`config.mk`:
```
export PLATFORM = sky130hd
export DESIGN_NAME = tdc_sweep_acquisition_control
export DESIGN_NICKNAME = d
export VERILOG_FILES = /design/src/hw/tdc_acq_pkg.sv /design/src/hw/tdc_sweep_acquisition_control.sv
export SDC_FILE = /design/constraint.sdc
export NUM_CORES = 2
export LEC_CHECK = 0
export ABC_AREA = 1
export BUFFER_PORTS_ARGS = -buffer_cell sky130_fd_sc_hd__clkbuf_2
export CAP_MARGIN = 20
export CORE_MARGIN = 10
export CORE_UTILIZATION = 40
export CTS_BUF_LIST = sky130_fd_sc_hd__clkbuf_8
export CTS_CLUSTER_SIZE = 8
export DETAILED_ROUTE_END_ITERATION = 10
export PLACE_DENSITY_LB_ADDON = 0.08
export SLEW_MARGIN = 30
export SYNTH_ARGS = -nofsm -noshare
export SYNTH_HDL_FRONTEND = slang
export SYNTH_SLANG_ARGS = --single-unit
```
`constraint.sdc`:
```
create_clock -name i_clk -period 23.9 [get_ports i_clk]
set_input_delay 4.78 -clock i_clk [delete_from_list [all_inputs] [get_ports i_clk]]
set_output_delay 4.78 -clock i_clk [all_outputs]
set_load 0.01 [all_outputs]
```
`src/hw/tdc_acq_pkg.sv`:
```
/*
 * Constants for the sweep acquisition and event formatting block:
 * register offsets, field positions, reset values and timing counts.
 * Assumes a 25 MHz time base, one clock per elementary dwell time.
 */
package tdc_acq_pkg;

	// clock and timing
	localparam int unsigned CLK_HZ         = 25000000;
	localparam int unsigned DWELL_GROUP    = 64;
	localparam int unsigned BIN_SHIFT_MAX  = 24;
	localparam int unsigned BIN_WIDTH_MAX  = 1677216;
	localparam int unsigned DELAY_STEP_PS  = 3200;
	localparam int unsigned DELAY_MAX_PS   = 48000;
	localparam int unsigned DELAY_STEPS    = DELAY_MAX_PS / DELAY_STEP_PS;
	localparam int unsigned PULSER_DIV_0   = 16;
	localparam int unsigned LED_BLINK_BIT  = 22;

	// register byte offsets
	localparam logic [7:0] OFS_CTRL      = 8'h00;
	localparam logic [7:0] OFS_STATUS    = 8'h04;
	localparam logic [7:0] OFS_BINSHIFT  = 8'h08;
	localparam logic [7:0] OFS_RANGE     = 8'h0C;
	localparam logic [7:0] OFS_PERIODS   = 8'h10;
	localparam logic [7:0] OFS_ACQDLY    = 8'h14;
	localparam logic [7:0] OFS_HOLD      = 8'h18;
	localparam logic [7:0] OFS_TPRESET   = 8'h1C;
	localparam logic [7:0] OFS_ROI_LO    = 8'h20;
	localparam logic [7:0] OFS_ROI_HI    = 8'h24;
	localparam logic [7:0] OFS_ROI_PRE   = 8'h28;
	localparam logic [7:0] OFS_CYCLES    = 8'h2C;
	localparam logic [7:0] OFS_INCFG     = 8'h30;
	localparam logic [7:0] OFS_MISC      = 8'h34;
	localparam logic [7:0] OFS_SWEEPCNT  = 8'h38;
	localparam logic [7:0] OFS_LOST      = 8'h3C;

	// control register fields
	localparam int unsigned CTRL_RUN      = 0;
	localparam int unsigned CTRL_ENDLESS  = 1;
	localparam int unsigned CTRL_SOFTSTRT = 2;
	localparam int unsigned CTRL_FOLDED   = 3;
	localparam int unsigned CTRL_SEQ      = 4;
	localparam int unsigned CTRL_TPRE_EN  = 5;
	localparam int unsigned CTRL_ROI_EN   = 6;
	localparam int unsigned CTRL_NO_SWEEP = 7;
	localparam int unsigned CTRL_ALLOW6   = 8;
	localparam int unsigned CTRL_LOSTBIT  = 9;
	localparam int unsigned CTRL_TEST     = 10;
	localparam int unsigned CTRL_TAGBIN   = 11;

	// status register fields
	localparam int unsigned STAT_DONE     = 0;
	localparam int unsigned STAT_STATE    = 4;
	localparam int unsigned STAT_CYCLE    = 16;

	// input and misc fields
	localparam int unsigned INCFG_EN      = 0;
	localparam int unsigned INCFG_PULSE   = 8;
	localparam int unsigned INCFG_EDGE    = 16;
	localparam int unsigned MISC_DELAY    = 0;
	localparam int unsigned MISC_PSEL     = 8;

	// event word fields
	localparam int unsigned EVW_EDGE      = 3;
	localparam int unsigned EVW_LOST      = 4;
	localparam int unsigned SWEEP_W       = 16;

	// reset values
	localparam logic [31:0] RST_CTRL     = 32'h0000_0100;
	localparam logic [31:0] RST_RANGE    = 32'h0000_1000;
	localparam logic [31:0] RST_PERIODS  = 32'h0000_0001;
	localparam logic [31:0] RST_CYCLES   = 32'h0001_0001;
	localparam logic [31:0] RST_INCFG    = 32'h0000_003F;

	// edge selection codes
	typedef enum logic [1:0] {EDGE_RISE, EDGE_FALL, EDGE_BOTH, EDGE_OFF} edge_sel_t;

endpackage

```
`src/hw/tdc_sweep_acquisition_control.sv`:
```
/*
 * Sweep acquisition control and event word formatting for a six-input
 * multi-stop time-to-digital converter, with an APB register slave.
 * Assumes input pulses already synchronous to i_clk, one clock per
 * elementary dwell time, and a sink that drains event words via ready.
 */
// Function
// - bin width scaled by power of two
// - drop events before acquisition delay
// - hold time blocks next sweep start
// - word length two to eight bytes
// - channels push independently, sweep count embedded
// - six-byte words can be forbidden
// - optional data-lost flag in word
// - per-input internal pulser, blinking indicator
// - common programmable input delay
// - edge reported in fixed bit
// - time preset ends acquisition
// - folded sweep spans range times periods
// - sequential cycles and sequences
// - one-hot tag gives n plus two rows
// - binary tag gives pattern as row
// - time counter ticks per dwell group
// - endless time runs, channel wraps
`timescale 1ns/1ps
module tdc_sweep_acquisition_control #(
	parameter int unsigned TAG_W = 4,
	parameter int unsigned NCH   = 6
) (
	input  wire logic              i_clk,
	input  wire logic              i_rst,
	input  wire logic              i_psel,
	input  wire logic              i_penable,
	input  wire logic              i_pwrite,
	input  wire logic [7:0]        i_paddr,
	input  wire logic [31:0]       i_pwdata,
	output logic      [31:0]       o_prdata,
	output logic                   o_pready,
	output logic                   o_pslverr,
	input  wire logic              i_start,
	input  wire logic [4:0]        i_stop_inputs,
	input  wire logic [TAG_W-1:0]  i_tag,
	output logic      [63:0]       o_evt_data,
	output logic      [3:0]        o_evt_bytes,
	output logic      [15:0]       o_evt_row,
	output logic                   o_evt_valid,
	input  wire logic              i_evt_ready,
	output logic      [NCH-1:0]    o_led,
	output logic      [15:0]       o_mem_part,
	output logic                   o_running
);

	typedef enum logic [1:0] {ST_IDLE, ST_ARMED, ST_SWEEP, ST_HOLD} state_t;

	////////////////////////////////////////////////////////////////////////
	// register bus

	logic [31:0] ctrl_q, binshift_q, range_q, periods_q, acqdly_q, hold_q;
	logic [31:0] tpre_q, roi_lo_q, roi_hi_q, roi_pre_q, cycles_q, incfg_q, misc_q;
	logic        done_q;
	logic [31:0] sweepcnt_q;
	logic [NCH-1:0] lost_q;
	logic [15:0] cycle_q, seq_q;
	state_t      state_q;
	logic        stop_hw;
	logic [31:0] rd_mux;
	logic        rd_ok;

	wire         wr_en  = i_psel && i_penable && i_pwrite;
	wire         setup  = i_psel && !i_penable;
	wire [31:0]  status = {cycle_q, 8'h00, 2'h0, state_q, 3'h0, done_q};

	// read decode; unmapped offsets answer with an error
	always_comb
	begin
		rd_ok  = 1'b1;
		rd_mux = 32'h0000_0000;
		unique case (i_paddr)
			tdc_acq_pkg::OFS_CTRL:     rd_mux = ctrl_q;
			tdc_acq_pkg::OFS_STATUS:   rd_mux = status;
			tdc_acq_pkg::OFS_BINSHIFT: rd_mux = binshift_q;
			tdc_acq_pkg::OFS_RANGE:    rd_mux = range_q;
			tdc_acq_pkg::OFS_PERIODS:  rd_mux = periods_q;
			tdc_acq_pkg::OFS_ACQDLY:   rd_mux = acqdly_q;
			tdc_acq_pkg::OFS_HOLD:     rd_mux = hold_q;
			tdc_acq_pkg::OFS_TPRESET:  rd_mux = tpre_q;
			tdc_acq_pkg::OFS_ROI_LO:   rd_mux = roi_lo_q;
			tdc_acq_pkg::OFS_ROI_HI:   rd_mux = roi_hi_q;
			tdc_acq_pkg::OFS_ROI_PRE:  rd_mux = roi_pre_q;
			tdc_acq_pkg::OFS_CYCLES:   rd_mux = cycles_q;
			tdc_acq_pkg::OFS_INCFG:    rd_mux = incfg_q;
			tdc_acq_pkg::OFS_MISC:     rd_mux = misc_q;
			tdc_acq_pkg::OFS_SWEEPCNT: rd_mux = sweepcnt_q;
			tdc_acq_pkg::OFS_LOST:     rd_mux = {26'h0, lost_q};
			default:                   rd_ok  = 1'b0;
		endcase
	end

	// zero-wait answer in the access phase
	assign o_pready  = i_penable;
	assign o_pslverr = i_psel && i_penable && !rd_ok;

	// read data captured in the setup cycle
	always_ff @(posedge i_clk)
	begin
		if (i_rst)
			o_prdata <= 32'h0000_0000;
		else if (setup)
			o_prdata <= rd_mux;
	end

	// configuration writes; hardware stop clears the run bit
	always_ff @(posedge i_clk)
	begin
		if (i_rst)
		begin
			ctrl_q     <= tdc_acq_pkg::RST_CTRL;
			binshift_q <= 32'h0000_0000;
			range_q    <= tdc_acq_pkg::RST_RANGE;
			periods_q  <= tdc_acq_pkg::RST_PERIODS;
			acqdly_q   <= 32'h0000_0000;
			hold_q     <= 32'h0000_0000;
			tpre_q     <= 32'h0000_0000;
			roi_lo_q   <= 32'h0000_0000;
			roi_hi_q   <= 32'h0000_0000;
			roi_pre_q  <= 32'h0000_0000;
			cycles_q   <= tdc_acq_pkg::RST_CYCLES;
			incfg_q    <= tdc_acq_pkg::RST_INCFG;
			misc_q     <= 32'h0000_0000;
		end
		else
		begin
			if (wr_en)
			begin
				unique case (i_paddr)
					tdc_acq_pkg::OFS_CTRL:     ctrl_q     <= i_pwdata;
					tdc_acq_pkg::OFS_BINSHIFT: binshift_q <= (i_pwdata > 32'(tdc_acq_pkg::BIN_SHIFT_MAX)) ?
						32'(tdc_acq_pkg::BIN_SHIFT_MAX) : i_pwdata;
					tdc_acq_pkg::OFS_RANGE:    range_q    <= i_pwdata;
					tdc_acq_pkg::OFS_PERIODS:  periods_q  <= i_pwdata;
					tdc_acq_pkg::OFS_ACQDLY:   acqdly_q   <= i_pwdata;
					tdc_acq_pkg::OFS_HOLD:     hold_q     <= i_pwdata;
					tdc_acq_pkg::OFS_TPRESET:  tpre_q     <= i_pwdata;
					tdc_acq_pkg::OFS_ROI_LO:   roi_lo_q   <= i_pwdata;
					tdc_acq_pkg::OFS_ROI_HI:   roi_hi_q   <= i_pwdata;
					tdc_acq_pkg::OFS_ROI_PRE:  roi_pre_q  <= i_pwdata;
					tdc_acq_pkg::OFS_CYCLES:   cycles_q   <= i_pwdata;
					tdc_acq_pkg::OFS_INCFG:    incfg_q    <= i_pwdata;
					tdc_acq_pkg::OFS_MISC:     misc_q     <= i_pwdata;
					default:                   ;
				endcase
			end
			if (stop_hw)
				ctrl_q[tdc_acq_pkg::CTRL_RUN] <= 1'b0;
		end
	end

	wire run_en   = ctrl_q[tdc_acq_pkg::CTRL_RUN];
	wire endless  = ctrl_q[tdc_acq_pkg::CTRL_ENDLESS];
	wire folded   = ctrl_q[tdc_acq_pkg::CTRL_FOLDED];
	wire seq_en   = ctrl_q[tdc_acq_pkg::CTRL_SEQ];
	wire lost_opt = ctrl_q[tdc_acq_pkg::CTRL_LOSTBIT];
	wire test_en  = ctrl_q[tdc_acq_pkg::CTRL_TEST];

	////////////////////////////////////////////////////////////////////////
	// inputs: pulser, common delay, edge detection

	logic [23:0] pdiv_q;
	logic [NCH-1:0] dly_q [tdc_acq_pkg::DELAY_STEPS];
	logic [NCH-1:0] prev_q;

	always_ff @(posedge i_clk)
	begin
		if (i_rst)
			pdiv_q <= 24'h00_0000;
		else
			pdiv_q <= pdiv_q + 24'h00_0001;
	end

	// pulser rate chosen from four divider taps
	wire [1:0] psel     = misc_q[tdc_acq_pkg::MISC_PSEL +: 2];
	wire       pulser   = pdiv_q[tdc_acq_pkg::PULSER_DIV_0 - 4 * 32'(psel)];
	wire [NCH-1:0] route = incfg_q[tdc_acq_pkg::INCFG_PULSE +: NCH] & {NCH{test_en}};
	wire [NCH-1:0] ch_en = incfg_q[tdc_acq_pkg::INCFG_EN +: NCH];
	wire [NCH-1:0] raw   = ({i_stop_inputs, i_start} & ~route) | ({NCH{pulser}} & route);

	// indicator: steady when enabled, blinking while pulser-fed
	assign o_led = ch_en & (~route | {NCH{pdiv_q[tdc_acq_pkg::LED_BLINK_BIT]}});

	// common delay line, tap chosen in whole steps
	always_ff @(posedge i_clk)
	begin
		if (i_rst)
			dly_q <= '{default: '0};
		else
			dly_q <= {dly_q[1:tdc_acq_pkg::DELAY_STEPS-1], raw};
	end

	wire [3:0] dsel = misc_q[tdc_acq_pkg::MISC_DELAY +: 4];
	wire [NCH-1:0] delayed = (dsel == 4'h0) ? raw :
		dly_q[tdc_acq_pkg::DELAY_STEPS - 32'(dsel)];

	always_ff @(posedge i_clk)
	begin
		if (i_rst)
			prev_q <= '0;
		else
			prev_q <= delayed;
	end

	// per-input trigger by selected edge, fall flag kept
	logic [NCH-1:0] hit, fall;
	always_comb
	begin
		for (int c = 0; c < NCH; c++)
		begin
			fall[c] = prev_q[c] && !delayed[c];
			unique case (tdc_acq_pkg::edge_sel_t'(incfg_q[tdc_acq_pkg::INCFG_EDGE + 2*c +: 2]))
				tdc_acq_pkg::EDGE_RISE: hit[c] = !prev_q[c] && delayed[c];
				tdc_acq_pkg::EDGE_FALL: hit[c] = fall[c];
				tdc_acq_pkg::EDGE_BOTH: hit[c] = prev_q[c] != delayed[c];
				tdc_acq_pkg::EDGE_OFF:  hit[c] = 1'b0;
			endcase
			hit[c] = hit[c] && ch_en[c];
		end
	end

	////////////////////////////////////////////////////////////////////////
	// sweep timing

	logic [5:0]  grp_q;
	logic [31:0] time_q, bin_q, fold_q, hcnt_q, run_t_q, roi_cnt_q;
	wire  [31:0] bmask    = (32'h0000_0001 << binshift_q[4:0]) - 32'h0000_0001;
	wire         t_tick   = grp_q == 6'(tdc_acq_pkg::DWELL_GROUP - 1);
	wire         b_tick   = t_tick && ((time_q & bmask) == bmask);
	wire  [31:0] sw_len   = folded ? 32'(range_q * periods_q) : range_q;
	wire         sw_end   = !endless && b_tick && (bin_q + 32'h1 >= sw_len);
	wire         in_acq   = bin_q >= acqdly_q;
	wire         start_ev = ctrl_q[tdc_acq_pkg::CTRL_SOFTSTRT] || hit[0];
	wire         tpre_hit = ctrl_q[tdc_acq_pkg::CTRL_TPRE_EN] && run_t_q >= tpre_q;
	wire         roi_hit  = ctrl_q[tdc_acq_pkg::CTRL_ROI_EN] && roi_cnt_q > roi_pre_q;
	wire         preset   = (state_q != ST_IDLE) && (tpre_hit || roi_hit);
	wire         last_cyc = !seq_en || ((cycle_q + 16'h1 >= cycles_q[15:0]) &&
		(seq_q + 16'h1 >= cycles_q[31:16]));
	assign stop_hw   = preset && last_cyc;
	assign o_running = state_q == ST_SWEEP;
	assign o_mem_part = cycle_q;

	// sweep state: starts only accepted while armed
	always_ff @(posedge i_clk)
	begin
		if (i_rst || !run_en)
			state_q <= ST_IDLE;
		else
		begin
			unique case (state_q)
				ST_IDLE:  state_q <= ST_ARMED;
				ST_ARMED: if (start_ev) state_q <= ST_SWEEP;
				ST_SWEEP: if (sw_end) state_q <= (hold_q != 0) ? ST_HOLD : ST_ARMED;
				ST_HOLD:  if (t_tick && hcnt_q + 32'h1 >= hold_q) state_q <= ST_ARMED;
			endcase
		end
	end

	// dwell group also runs in hold-off, else the hold count never ticks
	always_ff @(posedge i_clk)
	begin
		if (i_rst || state_q == ST_IDLE || state_q == ST_ARMED)
			grp_q <= 6'h00;
		else
			grp_q <= grp_q + 6'h01;
	end

	// time, bin and folded channel counters
	always_ff @(posedge i_clk)
	begin
		if (i_rst || state_q != ST_SWEEP)
		begin
			time_q <= 32'h0000_0000;
			bin_q  <= 32'h0000_0000;
			fold_q <= 32'h0000_0000;
		end
		else
		begin
			if (t_tick)
				time_q <= time_q + 32'h1;
			if (b_tick)
			begin
				bin_q  <= bin_q + 32'h1;
				fold_q <= (fold_q + 32'h1 >= range_q) ? 32'h0 : fold_q + 32'h1;
			end
		end
	end

	// hold-off, run time, sweep count and cycle counters
	always_ff @(posedge i_clk)
	begin
		if (i_rst)
		begin
			hcnt_q     <= 32'h0;
			run_t_q    <= 32'h0;
			sweepcnt_q <= 32'h0;
			cycle_q    <= 16'h0;
			seq_q      <= 16'h0;
			done_q     <= 1'b0;
		end
		else
		begin
			hcnt_q <= (state_q != ST_HOLD) ? 32'h0 : hcnt_q + {31'h0, t_tick};
			if (state_q != ST_IDLE && grp_q == 6'h00 && state_q == ST_SWEEP)
				run_t_q <= run_t_q + 32'h1;
			if (state_q == ST_ARMED && start_ev)
				sweepcnt_q <= sweepcnt_q + 32'h1;
			if (preset)
			begin
				run_t_q <= 32'h0;
				if (!last_cyc)
				begin
					cycle_q <= (cycle_q + 16'h1 >= cycles_q[15:0]) ? 16'h0 : cycle_q + 16'h1;
					if (cycle_q + 16'h1 >= cycles_q[15:0])
						seq_q <= seq_q + 16'h1;
				end
			end
			if (wr_en && i_paddr == tdc_acq_pkg::OFS_CTRL && i_pwdata[tdc_acq_pkg::CTRL_RUN] && !run_en)
			begin
				cycle_q <= 16'h0;
				seq_q   <= 16'h0;
				run_t_q <= 32'h0;
			end
			// done: hardware set wins over write-one clear
			if (stop_hw)
				done_q <= 1'b1;
			else if (wr_en && i_paddr == tdc_acq_pkg::OFS_STATUS && i_pwdata[tdc_acq_pkg::STAT_DONE])
				done_q <= 1'b0;
		end
	end

	////////////////////////////////////////////////////////////////////////
	// per-channel capture, overflow and word formatting

	logic [NCH-1:0] pend_q, pfall_q;
	logic [31:0]    ptime_q [NCH];
	logic [15:0]    prow_q  [NCH];
	logic [2:0]     grant;
	logic           gvalid;
	wire            take    = gvalid && (!o_evt_valid || i_evt_ready);
	wire [NCH-1:0]  accept  = hit & {NCH{state_q == ST_SWEEP && in_acq}};
	wire [31:0]     ev_time = endless ? time_q : fold_q;
	wire            roi_in  = (ev_time >= roi_lo_q) && (ev_time < roi_hi_q);

	// ROI event count, restarted for each run and after each preset
	always_ff @(posedge i_clk)
	begin
		if (i_rst || preset || state_q == ST_IDLE)
			roi_cnt_q <= 32'h0000_0000;
		else if (roi_in)
			roi_cnt_q <= roi_cnt_q + 32'($countones(accept));
	end

	// tag row: binary pattern or one-hot row with n+2 rows
	logic [15:0] tag_row;
	always_comb
	begin
		tag_row = 16'h0;
		if (ctrl_q[tdc_acq_pkg::CTRL_TAGBIN])
			tag_row = 16'(i_tag);
		else if (i_tag != '0)
		begin
			tag_row = 16'(TAG_W + 1);
			for (int b = 0; b < TAG_W; b++)
				if (i_tag == TAG_W'(1) << b)
					tag_row = 16'(b + 1);
		end
	end

	// lowest pending channel is emitted first
	always_comb
	begin
		grant  = 3'h0;
		gvalid = 1'b0;
		for (int c = NCH - 1; c >= 0; c--)
			if (pend_q[c])
			begin
				grant  = 3'(c);
				gvalid = 1'b1;
			end
	end

	// capture slots; a hit on a full slot marks data lost
	always_ff @(posedge i_clk)
	begin
		if (i_rst)
		begin
			pend_q  <= '0;
			pfall_q <= '0;
			lost_q  <= '0;
			ptime_q <= '{default: '0};
			prow_q  <= '{default: '0};
		end
		else
		begin
			for (int c = 0; c < NCH; c++)
			begin
				if (take && grant == 3'(c))
				begin
					pend_q[c] <= 1'b0;
					lost_q[c] <= 1'b0;
				end
				if (accept[c] && pend_q[c] && !(take && grant == 3'(c)))
					lost_q[c] <= 1'b1;
				else if (accept[c])
				begin
					pend_q[c]  <= 1'b1;
					pfall_q[c] <= fall[c];
					ptime_q[c] <= endless ? time_q : fold_q;
					prow_q[c]  <= tag_row;
				end
			end
		end
	end

	// field widths decide the word length
	logic [5:0] tbits, lowbits, need;
	logic [3:0] nbytes;
	always_comb
	begin
		tbits = 6'd1;
		for (int b = 1; b < 32; b++)
			if ((range_q - 32'h1) >> b != 0)
				tbits = 6'(b + 1);
		if (endless)
			tbits = 6'd32;
		lowbits = lost_opt ? 6'(tdc_acq_pkg::EVW_LOST + 1) : 6'(tdc_acq_pkg::EVW_EDGE + 1);
		need    = lowbits + tbits +
			(ctrl_q[tdc_acq_pkg::CTRL_NO_SWEEP] ? 6'd0 : 6'(tdc_acq_pkg::SWEEP_W));
		if (need <= 6'd16)
			nbytes = 4'd2;
		else if (need <= 6'd32)
			nbytes = 4'd4;
		else if (need <= 6'd48 && ctrl_q[tdc_acq_pkg::CTRL_ALLOW6])
			nbytes = 4'd6;
		else
			nbytes = 4'd8;
	end

	wire [63:0] w_time  = 64'(ptime_q[grant]) << lowbits;
	wire [63:0] w_sweep = ctrl_q[tdc_acq_pkg::CTRL_NO_SWEEP] ? 64'h0 :
		64'(sweepcnt_q[tdc_acq_pkg::SWEEP_W-1:0]) << (lowbits + tbits);
	wire [63:0] w_low   = {59'h0, lost_opt && lost_q[grant], pfall_q[grant], grant};

	// output word register with valid/ready
	always_ff @(posedge i_clk)
	begin
		if (i_rst)
		begin
			o_evt_valid <= 1'b0;
			o_evt_data  <= 64'h0;
			o_evt_bytes <= 4'h0;
			o_evt_row   <= 16'h0;
		end
		else if (take)
		begin
			o_evt_valid <= 1'b1;
			o_evt_data  <= w_sweep | w_time | w_low;
			o_evt_bytes <= nbytes;
			o_evt_row   <= prow_q[grant];
		end
		else if (i_evt_ready)
			o_evt_valid <= 1'b0;
	end

endmodule

```
==> results by stage <==
Critical path:
- The peak per-stage delay on the critical path is 0.97 ns.
- The required time of the critical path is approximately 25 ns.
- The critical path startpoint category is a flop.
- The startpoint of the lowest-slack register-to-register path is range_q[3].
- Along the worst path, the maximum fanout reaches 19.
- Tracing the worst setup path back leads to its startpoint at range_q[3].
- The endpoint class of the critical path is a flop.
- The slowest stage of the critical path belongs to the cell dfxtp_1.
- The number of buffers and inverters on the critical path is 4.
- The startpoint-to-endpoint class of the critical path is reg -> reg.
- Data on the critical path arrives at its endpoint at around 12 ns.
- Broken down by cell family, the worst path's largest delay share belongs to compound AO/OA/AOI/OAI gates.

CTS:
- The clock latency at the later pin of the worst-skew pair is about 0.99 ns.
- The CTS tree is built.
- In this run the deepest clock path goes through 3 buffers.
- The number of cells upsized or downsized after cts is 0.
- The H-tree level count is 4.
- Buffers added to address setup during post-CTS repair amount to 0.
- After clock tree synthesis, the clock-pin slew on the worst setup and hold paths is ~0.060 ns.
- The cell sitting at the root of the clock tree is a clkbuf_8.
- Counting every sink on the clock net gives between 1000 and 1500.
- The cts-stage hold buffer count is 0.
- The CTS buffer count is slightly above 200.

Routing:
- For this block, the initial DRC count from the detailed router was between 7000 and 8000.
- The total wirelength of the detailed-routed design is between 300000 and 400000 um.
- After detailed routing, the number of vias per cell comes to around 5.5.
- The number of design rule violations left after detail routing is 0.
- The number of vias after detailed routing is 71700.
- The number of routed nets with antenna violations is 0.
- The number of optimization iterations in the first detailed-route pass is 7.
- The average routed wire per standard cell is approximately 24 um.

Finish:
- The top cell types in the final layout, fill and taps aside, are nand2_1 (1770), inv_1 (1704), dfxtp_1 (1134).
- Summing all flip-flop and latch instances after layout gives 22800 sq um.
- The synthesis-to-layout area growth is 10.0%.
- The share of the core filled with cells in the final layout is between 40 and 50%.
- The layout cell share with drive strength beyond 1 is between 7 and 8%.
- The filler cells instantiated in the layout total roughly 19000.
- The area of the multi-input gates is 43900 sq um.
- The library cell used most frequently in the layout, excluding fill and tap cells, is nand2_1.
- At the end of the flow, the number of nets in the layout was ~11000.

Floorplanning:
- The total area inside the core boundary comes to between 150000 and 200000 sq um.
- The die covers 206000 sq um.
- After floorplanning, the core was divided into between 150 and 200 placement rows.
- Once the floorplan was initialized, standard cells occupied between 40% and 50% of the core.
- The vertical die dimension is approximately 450 um.
- The horizontal extent of the die is 453 um.
- In this run the count of I/O pins placed on the die edge is 198.

Timing:
- The actual slew at the worst max-slew pin is 1.20 ns.
- The largest clock skew in the final design is just under 0.07 ns.
- Based on the critical path, the design can be clocked at up to 89.3 MHz.
- The post-route worst setup slack is between 10 and 15 ns.
- The worst pin sits at a relative slew slack of 20.3%.
- Setup repair after global routing left no endpoint under its margin.
- The final-report setup violation count is 0.
- The count of pins over their slew limit is 0.
- The number of failing hold endpoints at the final stage is 0.
- The summed negative setup slack over all endpoints is 0 ns.
- Counting I/O delays and the setup requirement, the final critical path takes between 10 and 15 ns.
- The share of the clock period used by the worst path is a little under half.

Power and ir drop:
- The analysis attributes to cell leakage a power of approximately 36 nW.
- The largest voltage drop on the vdd net is about 45 uV.
- Overall power consumption after layout is estimated at approximately 4.0 mW.
- Power spread over the standard cell area amounts to slightly below 50 nW/um^2.

Place:
- Timing analysis after detailed placement gives a worst setup slack of between 10 and 15 ns.
- The final weighted congestion in routability-driven placement is 0.976.
- Detailed placement finished with a half-perimeter wire length of 236000 um.
- The number of I/O port buffers is 184.

Yosys:
- The share of synthesized area occupied by flip-flops and latches is between 30 and 40%.
- The Yosys warning count is 0.
- The post-synthesis register bit count is roughly 1100.
- Among all flip-flop cells after synthesis, the most frequent one is dfxtp_1.
- In the synthesized netlist the async set-or-reset flop fraction comes to 0%.
- The average instance in the mapped netlist occupies approximately 7.3 sq um.
- The cell count after synthesis is 10300.
- The mapped netlist covers 75100 sq um.
- The number of different library cells in the post-synthesis netlist is roughly 70.
- The number of flops mapped to enable cells by yosys is 0.

Global route:
- The initial antenna violation count came to 23.
- The total global routing overflow is 0.
- Entering global routing, the biggest net connects between 100 and 150 pins.
- The overall track demand over capacity in global routing is between 20% and 30%.
- The global-route wire length before repair is about 460000 um.
- The via count of the first global-routing pass was around 67000.

Outcome:
- The run finished with clean final reports.

Run:
- Max-cap violations in this run came to 0.

Min path:
- The worst hold path class is reg -> reg.
- The critical hold path startpoint is dly_q[40].
==> power breakdown <==
part / internal, mW / total, mW / switching [mW] / leakage, nW
clock network: 1.03 / 1.94 / 0.909 / 2.44
registers: 1.90 / 1.90 / 0.00173 / 9.17
logic: 0.0317 / 0.162 / 0.130 / 24.1
==> logic make-up (layout without fill, tap and decap cells) <==
logic type	after synthesis	in the layout	share of synthesized area, %
XOR/XNOR	235	235	2.76
other	1	23	0.00499
buffers and inverters	2243	2406	11.5
AND/OR/NAND/NOR	3194	3194	17.8
flip-flops	1138	1138	30.3
adder cells (fa/ha/maj)	861	861	18.5
AO/OA/AOI/OAI	2585	2585	19.1
==> final timing paths <==
kind,endpoint,slack (ns),cells after the start
min,dly_q[46],0.38,2
min reg2reg,dly_q[46],0.38,2
max reg2reg,state_q[1],12.71,39
max,state_q[1],12.71,39
==> synthesized netlist by cell type, types with 4 or more instances <==
| cell type | instances | area (sq um) |
|---|---|---|
| nand2_4 | 6 | 67.6 |
| a21oi_1 | 1122 | 5620 |
| clkbuf_1 | 468 | 1760 |
| o211ai_1 | 35 | 263 |
| o21ai_0 | 857 | 4290 |
| nand2_2 | 20 | 125 |
| o221ai_1 | 33 | 289 |
| o21ai_2 | 8 | 70.1 |
| nand2_1 | 1781 | 6690 |
| nor2_4 | 14 | 158 |
| o41ai_1 | 5 | 43.8 |
| dfxtp_1 | 1138 | 22800 |
| xnor2_1 | 50 | 438 |
| o31ai_1 | 10 | 75.1 |
| o2111ai_1 | 7 | 61.3 |
| buf_2 | 29 | 145 |
| nor4_1 | 44 | 275 |
| a211oi_1 | 77 | 578 |
| fa_1 | 412 | 8250 |
| or2_2 | 18 | 113 |
| nand3_2 | 4 | 40.0 |
| inv_2 | 20 | 75.1 |
| a21o_1 | 7 | 52.6 |
| nor2_2 | 16 | 100 |
| a221oi_1 | 138 | 1210 |
| o21a_1 | 18 | 135 |
| nand3b_1 | 6 | 45.0 |
| nor3b_1 | 15 | 113 |
| ha_1 | 449 | 5620 |
| nand3_1 | 257 | 1290 |
| inv_1 | 1647 | 6180 |
| nand4_1 | 103 | 644 |
| a41oi_1 | 7 | 61.3 |
| buf_6 | 13 | 146 |
| buf_4 | 23 | 173 |
| buf_1 | 27 | 101 |
| a2111oi_0 | 5 | 43.8 |
| clkinv_1 | 12 | 45.0 |
| o22ai_1 | 151 | 945 |
| xor2_1 | 183 | 1600 |
| o21ai_1 | 60 | 300 |
| a31oi_1 | 23 | 144 |
| nor2_1 | 710 | 2670 |
| nor3_1 | 186 | 931 |
==> sequential cells by signal, indices dropped and copies added (netlist names), 32 cells and up <==
name / cells
hold_q: 32
acqdly_q: 32
misc_q: 32
ptime_q: 192
range_q: 32
o_prdata: 32
sweepcnt_q: 32
bin_q: 32
roi_cnt_q: 32
roi_hi_q: 32
periods_q: 32
o_evt_data: 64
roi_pre_q: 32
binshift_q: 32
hcnt_q: 32
time_q: 32
cycles_q: 32
roi_lo_q: 32
dly_q: 90
run_t_q: 32
fold_q: 32
incfg_q: 32
tpre_q: 32
ctrl_q: 32
==> layout make-up <==
type | count | share of cell area [%]
inverter | 1681 | 7.66
multi-input combinational | 6888 | 53.1
antenna | 10 | 0.0303
timing repair buffer | 357 | 2.70
sequential | 1138 | 27.6
clock inverter | 104 | 0.760
tap | 2495 | 3.78
clock buffer | 264 | 4.40
==> stage by stage <==
| stage | area [sq um] | hold slack [ns] | instances |
|---|---|---|---|
| final | 82700 | 0.385 | 12900 |
| after global routing | 82600 | 0.415 | 12900 |
| after floorplan | 75200 | 0.399 | 10300 |
| after CTS | 82600 | 0.387 | 12900 |
| after global placement | 78300 | 0.402 | 12600 |
| after detailed placement | 78300 | 0.409 | 12600 |
==> metal layers <==
| layer | share of wire [%] | up-vias | track usage (%) |
|---|---|---|---|
| met3 | 8.0 | 619 | 5.19 |
| met1 | 43 | 34700 | 40.4 |
| li1 | - | 33500 | - |
| met5 | 0.016 | - | 0 |
| met2 | 44 | 2874 | 46.0 |
| met4 | 5.2 | 8 | 13.5 |
==> tightest hold or removal path, cell delays in order, from the launching register on <==
cell and delay (ns):
dfxtp_1 0.31, inv_1 0.05, nor2_1 0.03
(Power assumes the default switching activity.)
